===== src/hdl/crm_consts.svh =====
`ifndef CRM_CONSTS_SVH
`define CRM_CONSTS_SVH

// clock figures
`define CRM_CLK_MHZ        100
`define CRM_OSC_MHZ        50
// register byte offsets
`define CRM_OFS_CTRL       8'h00
`define CRM_OFS_LOWER      8'h08
`define CRM_OFS_UPPER      8'h0c
`define CRM_OFS_TERM       8'h10
// register indices on the serial port
`define CRM_IDX_CTRL       3'h0
`define CRM_IDX_LOWER      3'h2
`define CRM_IDX_UPPER      3'h3
`define CRM_IDX_TERM       3'h4
// control and status bit positions
`define CRM_BIT_SEL        10
`define CRM_BIT_CLR        7
`define CRM_BIT_LOCOK      5
`define CRM_BIT_EXTOK      4
// reset values
`define CRM_RST_SEL        1'h0
`define CRM_RST_CLR        1'h0
`define CRM_RST_LIMIT      24'h000000
`define CRM_RST_TERM       24'h000000
// serial frame: read/write bit, three address bits, 24 data bits
`define CRM_SPI_HDR_LAST   5'h03
`define CRM_SPI_LAST       5'h1b
`endif


===== src/hdl/crm_pkg.sv =====
package crm_pkg;

   // serial port frame states
   typedef enum logic [1:0] {
      CRM_SPI_IDLE = 2'b00,
      CRM_SPI_HDR  = 2'b01,
      CRM_SPI_DATA = 2'b10,
      CRM_SPI_DONE = 2'b11
   } crm_spi_state_t;

endpackage : crm_pkg


===== src/hdl/crm_monitor.sv =====
`include "crm_consts.svh"

module crm_monitor
   import crm_pkg::*;
#(
   parameter int CNT_W = 24
) (
   input  wire logic             clk_sys,
   input  wire logic             reset,
   input  wire logic             clkEn,
   // apb slave
   input  wire logic             psel,
   input  wire logic             penable,
   input  wire logic             pwrite,
   input  wire logic [7:0]       paddr,
   input  wire logic [31:0]      pwdata,
   output logic      [31:0]      prdata,
   output logic                  pready,
   output logic                  pslverr,
   // serial control port
   input  wire logic             spiCs_n,
   input  wire logic             spiSck,
   input  wire logic             spiMosi,
   output logic                  spiMiso,
   // reference clocks and coax output
   input  wire logic             localRefClk,
   input  wire logic             extRefClk,
   output logic                  refOut,
   // status pins
   output logic                  localRefInRange,
   output logic                  externalRefInRange
);

   // control registers
   logic             refOutputSelect_reg;
   logic             counterClearCtl_reg;
   logic [CNT_W-1:0] lower_reg;
   logic [CNT_W-1:0] upper_reg;
   logic [CNT_W-1:0] term_reg;
   // shadows in use by the running window
   logic [CNT_W-1:0] lowerSh_reg;
   logic [CNT_W-1:0] upperSh_reg;
   logic [CNT_W-1:0] termSh_reg;
   // measurement state
   logic [CNT_W-1:0] winCnt_reg;
   logic [1:0]       inRange_reg;
   logic             refOut_reg;

   // serial port state
   crm_spi_state_t   spiState_reg;
   crm_spi_state_t   spiState_next;
   logic [4:0]       spiBit_reg;
   logic [3:0]       spiHdr_reg;
   logic [23:0]      spiShift_reg;
   logic             spiMiso_reg;
   logic [2:0]       sckSync_reg;
   logic [1:0]       csSync_reg;
   logic [1:0]       mosiSync_reg;

   // ------------------------------------------------------------------
   // apb decode
   // ------------------------------------------------------------------
   logic        apbAccess;
   logic        apbWr;
   logic        apbHitCtrl;
   logic        apbHitLower;
   logic        apbHitUpper;
   logic        apbHitTerm;
   logic        apbHit;
   logic [31:0] apbRdata;

   assign apbAccess   = psel & penable;
   assign apbWr       = apbAccess & pwrite & clkEn;
   assign apbHitCtrl  = (paddr == `CRM_OFS_CTRL);
   assign apbHitLower = (paddr == `CRM_OFS_LOWER);
   assign apbHitUpper = (paddr == `CRM_OFS_UPPER);
   assign apbHitTerm  = (paddr == `CRM_OFS_TERM);
   assign apbHit      = apbHitCtrl | apbHitLower | apbHitUpper | apbHitTerm;

   // zero-wait slave; unmapped offsets answer with an error
   assign pready  = 1'b1;
   assign pslverr = apbAccess & ~apbHit;
   assign prdata  = (apbAccess & ~pwrite) ? apbRdata : 32'h00000000;

   // ------------------------------------------------------------------
   // shared read view of every register
   // ------------------------------------------------------------------
   logic [31:0] ctrlView;
   logic [31:0] lowerView;
   logic [31:0] upperView;
   logic [31:0] termView;

   always_comb begin
      ctrlView                 = 32'h00000000;
      ctrlView[`CRM_BIT_SEL]   = refOutputSelect_reg;
      ctrlView[`CRM_BIT_CLR]   = counterClearCtl_reg;
      ctrlView[`CRM_BIT_LOCOK] = inRange_reg[0];
      ctrlView[`CRM_BIT_EXTOK] = inRange_reg[1];
   end

   assign lowerView = {{(32-CNT_W){1'b0}}, lower_reg};
   assign upperView = {{(32-CNT_W){1'b0}}, upper_reg};
   assign termView  = {{(32-CNT_W){1'b0}}, term_reg};

   assign apbRdata = apbHitCtrl  ? ctrlView  :
                     apbHitLower ? lowerView :
                     apbHitUpper ? upperView :
                     apbHitTerm  ? termView  : 32'h00000000;

   // ------------------------------------------------------------------
   // serial port: pins synchronised, then sampled at 100 MHz
   // ------------------------------------------------------------------
   // two-stage synchronisers; third sck stage only for edge detection
   always_ff @(posedge clk_sys or posedge reset) begin
      if (reset) begin
         sckSync_reg  <= 3'h0;
         csSync_reg   <= 2'h3;
         mosiSync_reg <= 2'h0;
      end else if (clkEn) begin
         sckSync_reg  <= {sckSync_reg[1:0], spiSck};
         csSync_reg   <= {csSync_reg[0], spiCs_n};
         mosiSync_reg <= {mosiSync_reg[0], spiMosi};
      end
   end

   logic       sckRise;
   logic       sckFall;
   logic       csIdle;
   logic       mosiBit;
   logic       spiIsRead;
   logic [2:0] spiAddr;
   logic       spiHdrDone;
   logic       spiLastBit;
   logic       spiWr;
   logic [23:0] spiWdata;
   logic [31:0] spiRdata;

   assign sckRise    = sckSync_reg[1] & ~sckSync_reg[2];
   assign sckFall    = ~sckSync_reg[1] & sckSync_reg[2];
   assign csIdle     = csSync_reg[1];
   assign mosiBit    = mosiSync_reg[1];
   assign spiIsRead  = spiHdr_reg[3];
   assign spiAddr    = {spiHdr_reg[1:0], mosiBit};
   assign spiHdrDone = (spiState_reg == CRM_SPI_HDR) & sckRise &
                       (spiBit_reg == `CRM_SPI_HDR_LAST);
   assign spiLastBit = (spiState_reg == CRM_SPI_DATA) & sckRise &
                       (spiBit_reg == `CRM_SPI_LAST);
   assign spiWdata   = {spiShift_reg[22:0], mosiBit};
   assign spiWr      = spiLastBit & ~spiIsRead & ~csIdle & clkEn;

   // read data picked at the end of the header
   assign spiRdata = (spiAddr == `CRM_IDX_CTRL)  ? ctrlView  :
                     (spiAddr == `CRM_IDX_LOWER) ? lowerView :
                     (spiAddr == `CRM_IDX_UPPER) ? upperView :
                     (spiAddr == `CRM_IDX_TERM)  ? termView  : 32'h00000000;

   // frame sequencing; extra clocks after a full frame are dropped
   always_comb begin
      spiState_next = spiState_reg;
      case (spiState_reg)
         CRM_SPI_IDLE: begin
            if (!csIdle) begin
               spiState_next = CRM_SPI_HDR;
            end
         end
         CRM_SPI_HDR: begin
            if (spiHdrDone) begin
               spiState_next = CRM_SPI_DATA;
            end
         end
         CRM_SPI_DATA: begin
            if (spiLastBit) begin
               spiState_next = CRM_SPI_DONE;
            end
         end
         CRM_SPI_DONE: begin
            spiState_next = CRM_SPI_DONE;
         end
         default: begin
            spiState_next = CRM_SPI_IDLE;
         end
      endcase
      if (csIdle) begin
         spiState_next = CRM_SPI_IDLE;
      end
   end

   // state and bit counter
   always_ff @(posedge clk_sys or posedge reset) begin
      if (reset) begin
         spiState_reg <= CRM_SPI_IDLE;
         spiBit_reg   <= 5'h00;
      end else if (clkEn) begin
         spiState_reg <= spiState_next;
         if (csIdle) begin
            spiBit_reg <= 5'h00;
         end else if (sckRise && spiState_reg != CRM_SPI_DONE) begin
            spiBit_reg <= spiBit_reg + 5'h01;
         end
      end
   end

   // header capture and data shifter on the rising edge, miso launch on the falling edge
   always_ff @(posedge clk_sys or posedge reset) begin
      if (reset) begin
         spiHdr_reg   <= 4'h0;
         spiShift_reg <= 24'h000000;
         spiMiso_reg  <= 1'b0;
      end else if (clkEn) begin
         if (spiState_reg == CRM_SPI_HDR && sckRise) begin
            spiHdr_reg <= {spiHdr_reg[2:0], mosiBit};
         end
         if (spiHdrDone) begin
            spiShift_reg <= spiRdata[23:0];
         end else if (spiState_reg == CRM_SPI_DATA && sckRise) begin
            spiShift_reg <= spiWdata;
         end
         if (sckFall) begin
            spiMiso_reg <= spiShift_reg[23];
         end
      end
   end

   assign spiMiso = spiMiso_reg;

   // ------------------------------------------------------------------
   // register writes from either port
   // ------------------------------------------------------------------
   logic        wrCtrl;
   logic        wrLower;
   logic        wrUpper;
   logic        wrTerm;
   logic [31:0] wrData;
   logic [2:0]  spiHdrAddr;

   // apb data goes to every register written should both ports collide in one cycle
   assign spiHdrAddr = spiHdr_reg[2:0];
   assign wrData  = apbWr ? pwdata : {8'h00, spiWdata};
   assign wrCtrl  = (apbWr & apbHitCtrl)  | (spiWr & (spiHdrAddr == `CRM_IDX_CTRL));
   assign wrLower = (apbWr & apbHitLower) | (spiWr & (spiHdrAddr == `CRM_IDX_LOWER));
   assign wrUpper = (apbWr & apbHitUpper) | (spiWr & (spiHdrAddr == `CRM_IDX_UPPER));
   assign wrTerm  = (apbWr & apbHitTerm)  | (spiWr & (spiHdrAddr == `CRM_IDX_TERM));

   always_ff @(posedge clk_sys or posedge reset) begin
      if (reset) begin
         refOutputSelect_reg <= `CRM_RST_SEL;
         counterClearCtl_reg <= `CRM_RST_CLR;
      end else if (wrCtrl) begin
         refOutputSelect_reg <= wrData[`CRM_BIT_SEL];
         counterClearCtl_reg <= wrData[`CRM_BIT_CLR];
      end
   end

   always_ff @(posedge clk_sys or posedge reset) begin
      if (reset) begin
         lower_reg <= CNT_W'(`CRM_RST_LIMIT);
         upper_reg <= CNT_W'(`CRM_RST_LIMIT);
         term_reg  <= CNT_W'(`CRM_RST_TERM);
      end else begin
         if (wrLower) lower_reg <= wrData[CNT_W-1:0];
         if (wrUpper) upper_reg <= wrData[CNT_W-1:0];
         if (wrTerm)  term_reg  <= wrData[CNT_W-1:0];
      end
   end

   // ------------------------------------------------------------------
   // window timing on the system clock
   // ------------------------------------------------------------------
   logic winEnd;

   assign winEnd = ~counterClearCtl_reg & (winCnt_reg >= termSh_reg);

   // held clear, cleared at end, free running
   always_ff @(posedge clk_sys or posedge reset) begin
      if (reset) begin
         winCnt_reg <= '0;
      end else if (clkEn) begin
         if (counterClearCtl_reg || winEnd) begin
            winCnt_reg <= '0;
         end else begin
            winCnt_reg <= winCnt_reg + CNT_W'(1);
         end
      end
   end

   // shadows reloaded at window end and while the clear bit is set
   always_ff @(posedge clk_sys or posedge reset) begin
      if (reset) begin
         lowerSh_reg <= CNT_W'(`CRM_RST_LIMIT);
         upperSh_reg <= CNT_W'(`CRM_RST_LIMIT);
         termSh_reg  <= CNT_W'(`CRM_RST_TERM);
      end else if (clkEn && (winEnd || counterClearCtl_reg)) begin
         lowerSh_reg <= lower_reg;
         upperSh_reg <= upper_reg;
         termSh_reg  <= term_reg;
      end
   end

   // ------------------------------------------------------------------
   // per-reference edge counters and checks
   // ------------------------------------------------------------------
   logic [1:0] refPin;
   logic [1:0] refSync;

   assign refPin = {extRefClk, localRefClk};

   genvar g;
   generate
      for (g = 0; g < 2; g++) begin : g_ref
         logic [2:0]       sync_reg;
         logic [CNT_W-1:0] cnt_reg;
         logic             rise;
         logic             pass;

         always_ff @(posedge clk_sys or posedge reset) begin
            if (reset) begin
               sync_reg <= 3'h0;
            end else if (clkEn) begin
               sync_reg <= {sync_reg[1:0], refPin[g]};
            end
         end

         assign rise       = sync_reg[1] & ~sync_reg[2];
         assign refSync[g] = sync_reg[1];

         always_ff @(posedge clk_sys or posedge reset) begin
            if (reset) begin
               cnt_reg <= '0;
            end else if (clkEn) begin
               if (counterClearCtl_reg || winEnd) begin
                  cnt_reg <= '0;
               end else if (rise) begin
                  cnt_reg <= cnt_reg + CNT_W'(1);
               end
            end
         end

         assign pass = (cnt_reg > lowerSh_reg) & (cnt_reg < upperSh_reg);

         always_ff @(posedge clk_sys or posedge reset) begin
            if (reset) begin
               inRange_reg[g] <= 1'b0;
            end else if (clkEn && winEnd) begin
               inRange_reg[g] <= pass;
            end
         end
      end
   endgenerate

   always_ff @(posedge clk_sys or posedge reset) begin
      if (reset) begin
         refOut_reg <= 1'b0;
      end else if (clkEn) begin
         refOut_reg <= refOutputSelect_reg ? refSync[1] : refSync[0];
      end
   end

   assign refOut             = refOut_reg;
   assign localRefInRange    = inRange_reg[0];
   assign externalRefInRange = inRange_reg[1];

endmodule : crm_monitor


===== config.mk =====
export PLATFORM = sky130hd
export DESIGN_NAME = crm_monitor
export DESIGN_NICKNAME = d
export VERILOG_FILES = /design/src/hdl/crm_pkg.sv /design/src/hdl/crm_monitor.sv
export VERILOG_INCLUDE_DIRS = /design/src /design/src/hdl
export SDC_FILE = /design/constraint.sdc
export NUM_CORES = 1
export LEC_CHECK = 0
export ABC_AREA = 1
export BUFFER_PORTS_ARGS = -buffer_cell sky130_fd_sc_hd__buf_2
export CORE_UTILIZATION = 50
export DETAILED_ROUTE_END_ITERATION = 12
export PLACE_DENSITY = 0.67
export SLEW_MARGIN = 40
export SYNTH_ARGS = -nofsm -noshare
export SYNTH_HDL_FRONTEND = slang
export SYNTH_SLANG_ARGS = --single-unit

===== constraint.sdc =====
create_clock -name clk_sys -period 26.9 [get_ports clk_sys]
set_clock_uncertainty 0.2 [all_clocks]
set_input_delay 2.69 -clock clk_sys [delete_from_list [all_inputs] [get_ports clk_sys]]
set_output_delay 2.69 -clock clk_sys [all_outputs]
set_load 0.05 [all_outputs]

==> results.cfg <==
[timing]
hold_violations = 0
max_slew_margin = 0.386
fmax_mhz = 129
setup_viol = 0
finalCriticalPeriod_ps = 7740
rsz0062_at_grt = false
min_period_over_period = 0.288
fin_setup_tns_ps = 0
tightestPinTransition_ps = 921
maxSlewViolCount = 0

[place]
placed_area_um2 = 17400
port_buffers = 71
gp_congestion = 0.884
placed_cells = 2665
place_hpwl_um = 34700

[critical_path]
cp_top_family = buffers and inverters
r2r-end = g_ref[1].cnt_reg[0]$_DFFE_PP0P_
cp_num_buf_inv = 5
cpPeakStageDelay_ps = 580
arrival_ps = 4850
rrSetupSlack_ps = 23150
crit_fanout = 13
crit_path_cell_trace = buf_2, inv_1, nor2_1, inv_1, o22ai_1, o21ai_0, inv_1, buf_2
path_class = in2out
cpMostUsedCell = inv_1
reg2regPathDepth = 11
reg2reg_from = winCnt_reg[21]$_DFFE_PP0P_
crit_slowest_cell = inv_1
crit_path_start_kind = primary input
required_ps = 24010
endpoint_kind = output port

[global_routing]
grt_pass1_wl_um = 76100
grt_use_met2 = 0.468
track_usage = 0.286
gr-usage-met1 = 0.394
grtUsageMet3 = 0.0397
grt-busiest-layer = met2
grt_pass1_vias = 14200
grt_max_degree = 136
antenna_found_initial = 0
overflow = 0

[die]
ioPinCount = 89
die-height_um = 185
die_w_um = 185
die_area_um2 = 34300
core_area_um2 = 32800
rows = 66
initial_core_util = 0.512

[route]
drc = 0
wl_um = 47600
viasPerCell = 5.48
vias = 14900
drtPass1Iterations = 5
drtIter0Drc = 1141
wl_per_cell_um = 17.5
ant_nets = 0

[power]
intPower_uw = 737
seqPwrFrac = 0.441
p_leak_nw = 9.83
ir_drop_mv = 0.0526
p_comb_frac = 0.156
p_switching_uw = 319
power_density_nw_per_um2 = 57.3
clkPwrFrac = 0.403
power_mw = 1.06
switching_share = 0.302

[hold_path]
min_path_type = reg2reg
worstHoldStart = csSync_reg[0]$_DFFE_PP1P_
hold_depth = 2
whs_endpoint = csSync_reg[0]$_DFFE_PP1P_

[clocking]
clkTransAtPathRegs_ps = 60
cts_buffers = 31
cts_tree = built
post_cts_resized = 0
cts_hold_buf = 0
clockBufferDepth = 3
ctsHtreeMaxLevel = 1
cts.sinks = 270
clk_latency_ps = 590
cts_post_setup_buffers_inserted = 0
cts_root_buffer = clkbuf_16

[synthesis]
synthArstFlopShare = 1.00
synth_seq_cells = 270
synth_cell_types = 43
synth_edf_count = 0
synthCells = 2221
synth.cell_area_um2 = 16800
ys.flop_type = dfrtp_1
ys_seq_area_frac = 0.402
syn_area_per_cell_um2 = 7.56
ys_warn_count = 0

[final_layout]
syn_to_final_growth_pct = 9.68
drive_gt1_frac = 0.0820
nFillCells = 3113
nNetsFinal = 2429
largest_register_ff_count = 48
antenna_cells = 0
final_area_um2 = 18400
layoutNonFillerInstCount = 2722
final_util = 0.562

[flow_run]
maxCapViolations = 0

[status]
status = completed
-- synthesized netlist by cell type, types with 3 or more instances --
cell	number	area [um^2]
o21ai_2	32	280
mux2i_1	6	60.1
nand2_1	581	2180
o21a_1	8	60.1
o221ai_1	10	87.6
xnor2_1	17	149
ha_1	122	1530
clkbuf_1	29	109
o211ai_1	16	120
nor3_1	28	140
dfrtp_1	268	6710
o21ai_0	178	891
o22ai_1	27	169
buf_2	31	155
inv_1	340	1280
buf_4	13	97.6
nor4_1	4	25.0
a21o_1	5	37.5
nand4_1	30	188
xor2_1	36	315
buf_6	7	78.8
nor3b_1	4	30.0
buf_1	8	30.0
a22oi_1	16	120
nor2_1	169	634
inv_2	3	11.3
o2111ai_1	14	123
nand3_1	92	460
o21ai_1	23	115
a21oi_1	85	425
-- worst min-delay path: cells and delay by family, from the launching register on --
family,cells,cell delay (ps)
AND/OR/NAND/NOR,2,100
flip-flops,1,370
-- layout make-up --
cell class / count / area [um^2] / area share
multi-input combinational: 1526 / 8330 / 0.452
sequential: 270 / 6760 / 0.367
tap: 442 / 553 / 0.0300
clock buffer: 41 / 873 / 0.0474
clock inverter: 16 / 154 / 0.00835
timing repair buffer: 83 / 457 / 0.0248
inverter: 344 / 1300 / 0.0707
-- worst max path at each step --
stage | end | startpoint | depth (start not counted) | slack (ps)
floorplan | counterClearCtl_reg$_DFFE_PP0P_ | reset | 1 | 16570
detailed placement | prdata[15] | paddr[2] | 8 | 19210
global placement | prdata[4] | paddr[7] | 9 | 19160
global route | prdata[12] | paddr[2] | 8 | 19090
CTS | prdata[15] | paddr[2] | 8 | 19210
finish | prdata[15] | paddr[2] | 8 | 19160
-- cells in the final DEF, fill, tap and decap left out, types with 8 or more instances in the layout --
cell / instances
xnor2_1: 17
o21ai_0: 178
buf_4: 9
a21oi_1: 85
o21a_1: 8
dfrtp_1: 268
o22ai_1: 27
o21ai_1: 22
xor2_1: 36
nand3_1: 92
clkinv_2: 10
nand2_1: 578
nor2_1: 169
o211ai_1: 16
o21ai_2: 33
ha_1: 122
inv_1: 337
nand4_1: 30
nor3_1: 27
conb_1: 9
clkbuf_16: 31
buf_2: 71
o221ai_1: 10
a22oi_1: 16
o2111ai_1: 14
-- metrics by stage --
step,hold WS (ps),setup slack (ps)
final,273,19160
after global routing,281,19090
after CTS,276,19210
after floorplan,242,16570
after global placement,252,19160
after detailed placement,261,19210
-- kinds of logic after synthesis --
logic type               after synthesis  share of synthesized area
adder cells (fa/ha/maj)              122                     0.0909
AND/OR/NAND/NOR                      914                      0.221
multiplexers                           6                    0.00357
buffers and inverters                432                      0.105
XOR/XNOR                              53                     0.0276
other                                  2                   0.000447
AO/OA/AOI/OAI                        422                      0.149
flip-flops                           270                      0.402
-- metal layers --
layer,routed length (um),vias to the layer above,part of all wire
met4,1170,0,0.025
li1,-,7231,-
met5,0,-,0
met2,22000,530,0.46
met3,2980,71,0.063
met1,21500,7085,0.45
-- power groups by stage --
| stage | registers (mW) | clock network [mW] | logic, mW |
|---|---|---|---|
| 4_1_cts | 0.465 | 0.432 | 0.164 |
| 2_1_floorplan | 0.465 | 0 | 0.122 |
| 6_report | 0.466 | 0.425 | 0.165 |
| 3_5_place_dp | 0.472 | 0 | 0.163 |
| 3_3_place_gp | 0.471 | 0 | 0.159 |
| 5_1_grt | 0.469 | 0.446 | 0.187 |
Power figures use the tool's default switching activity.
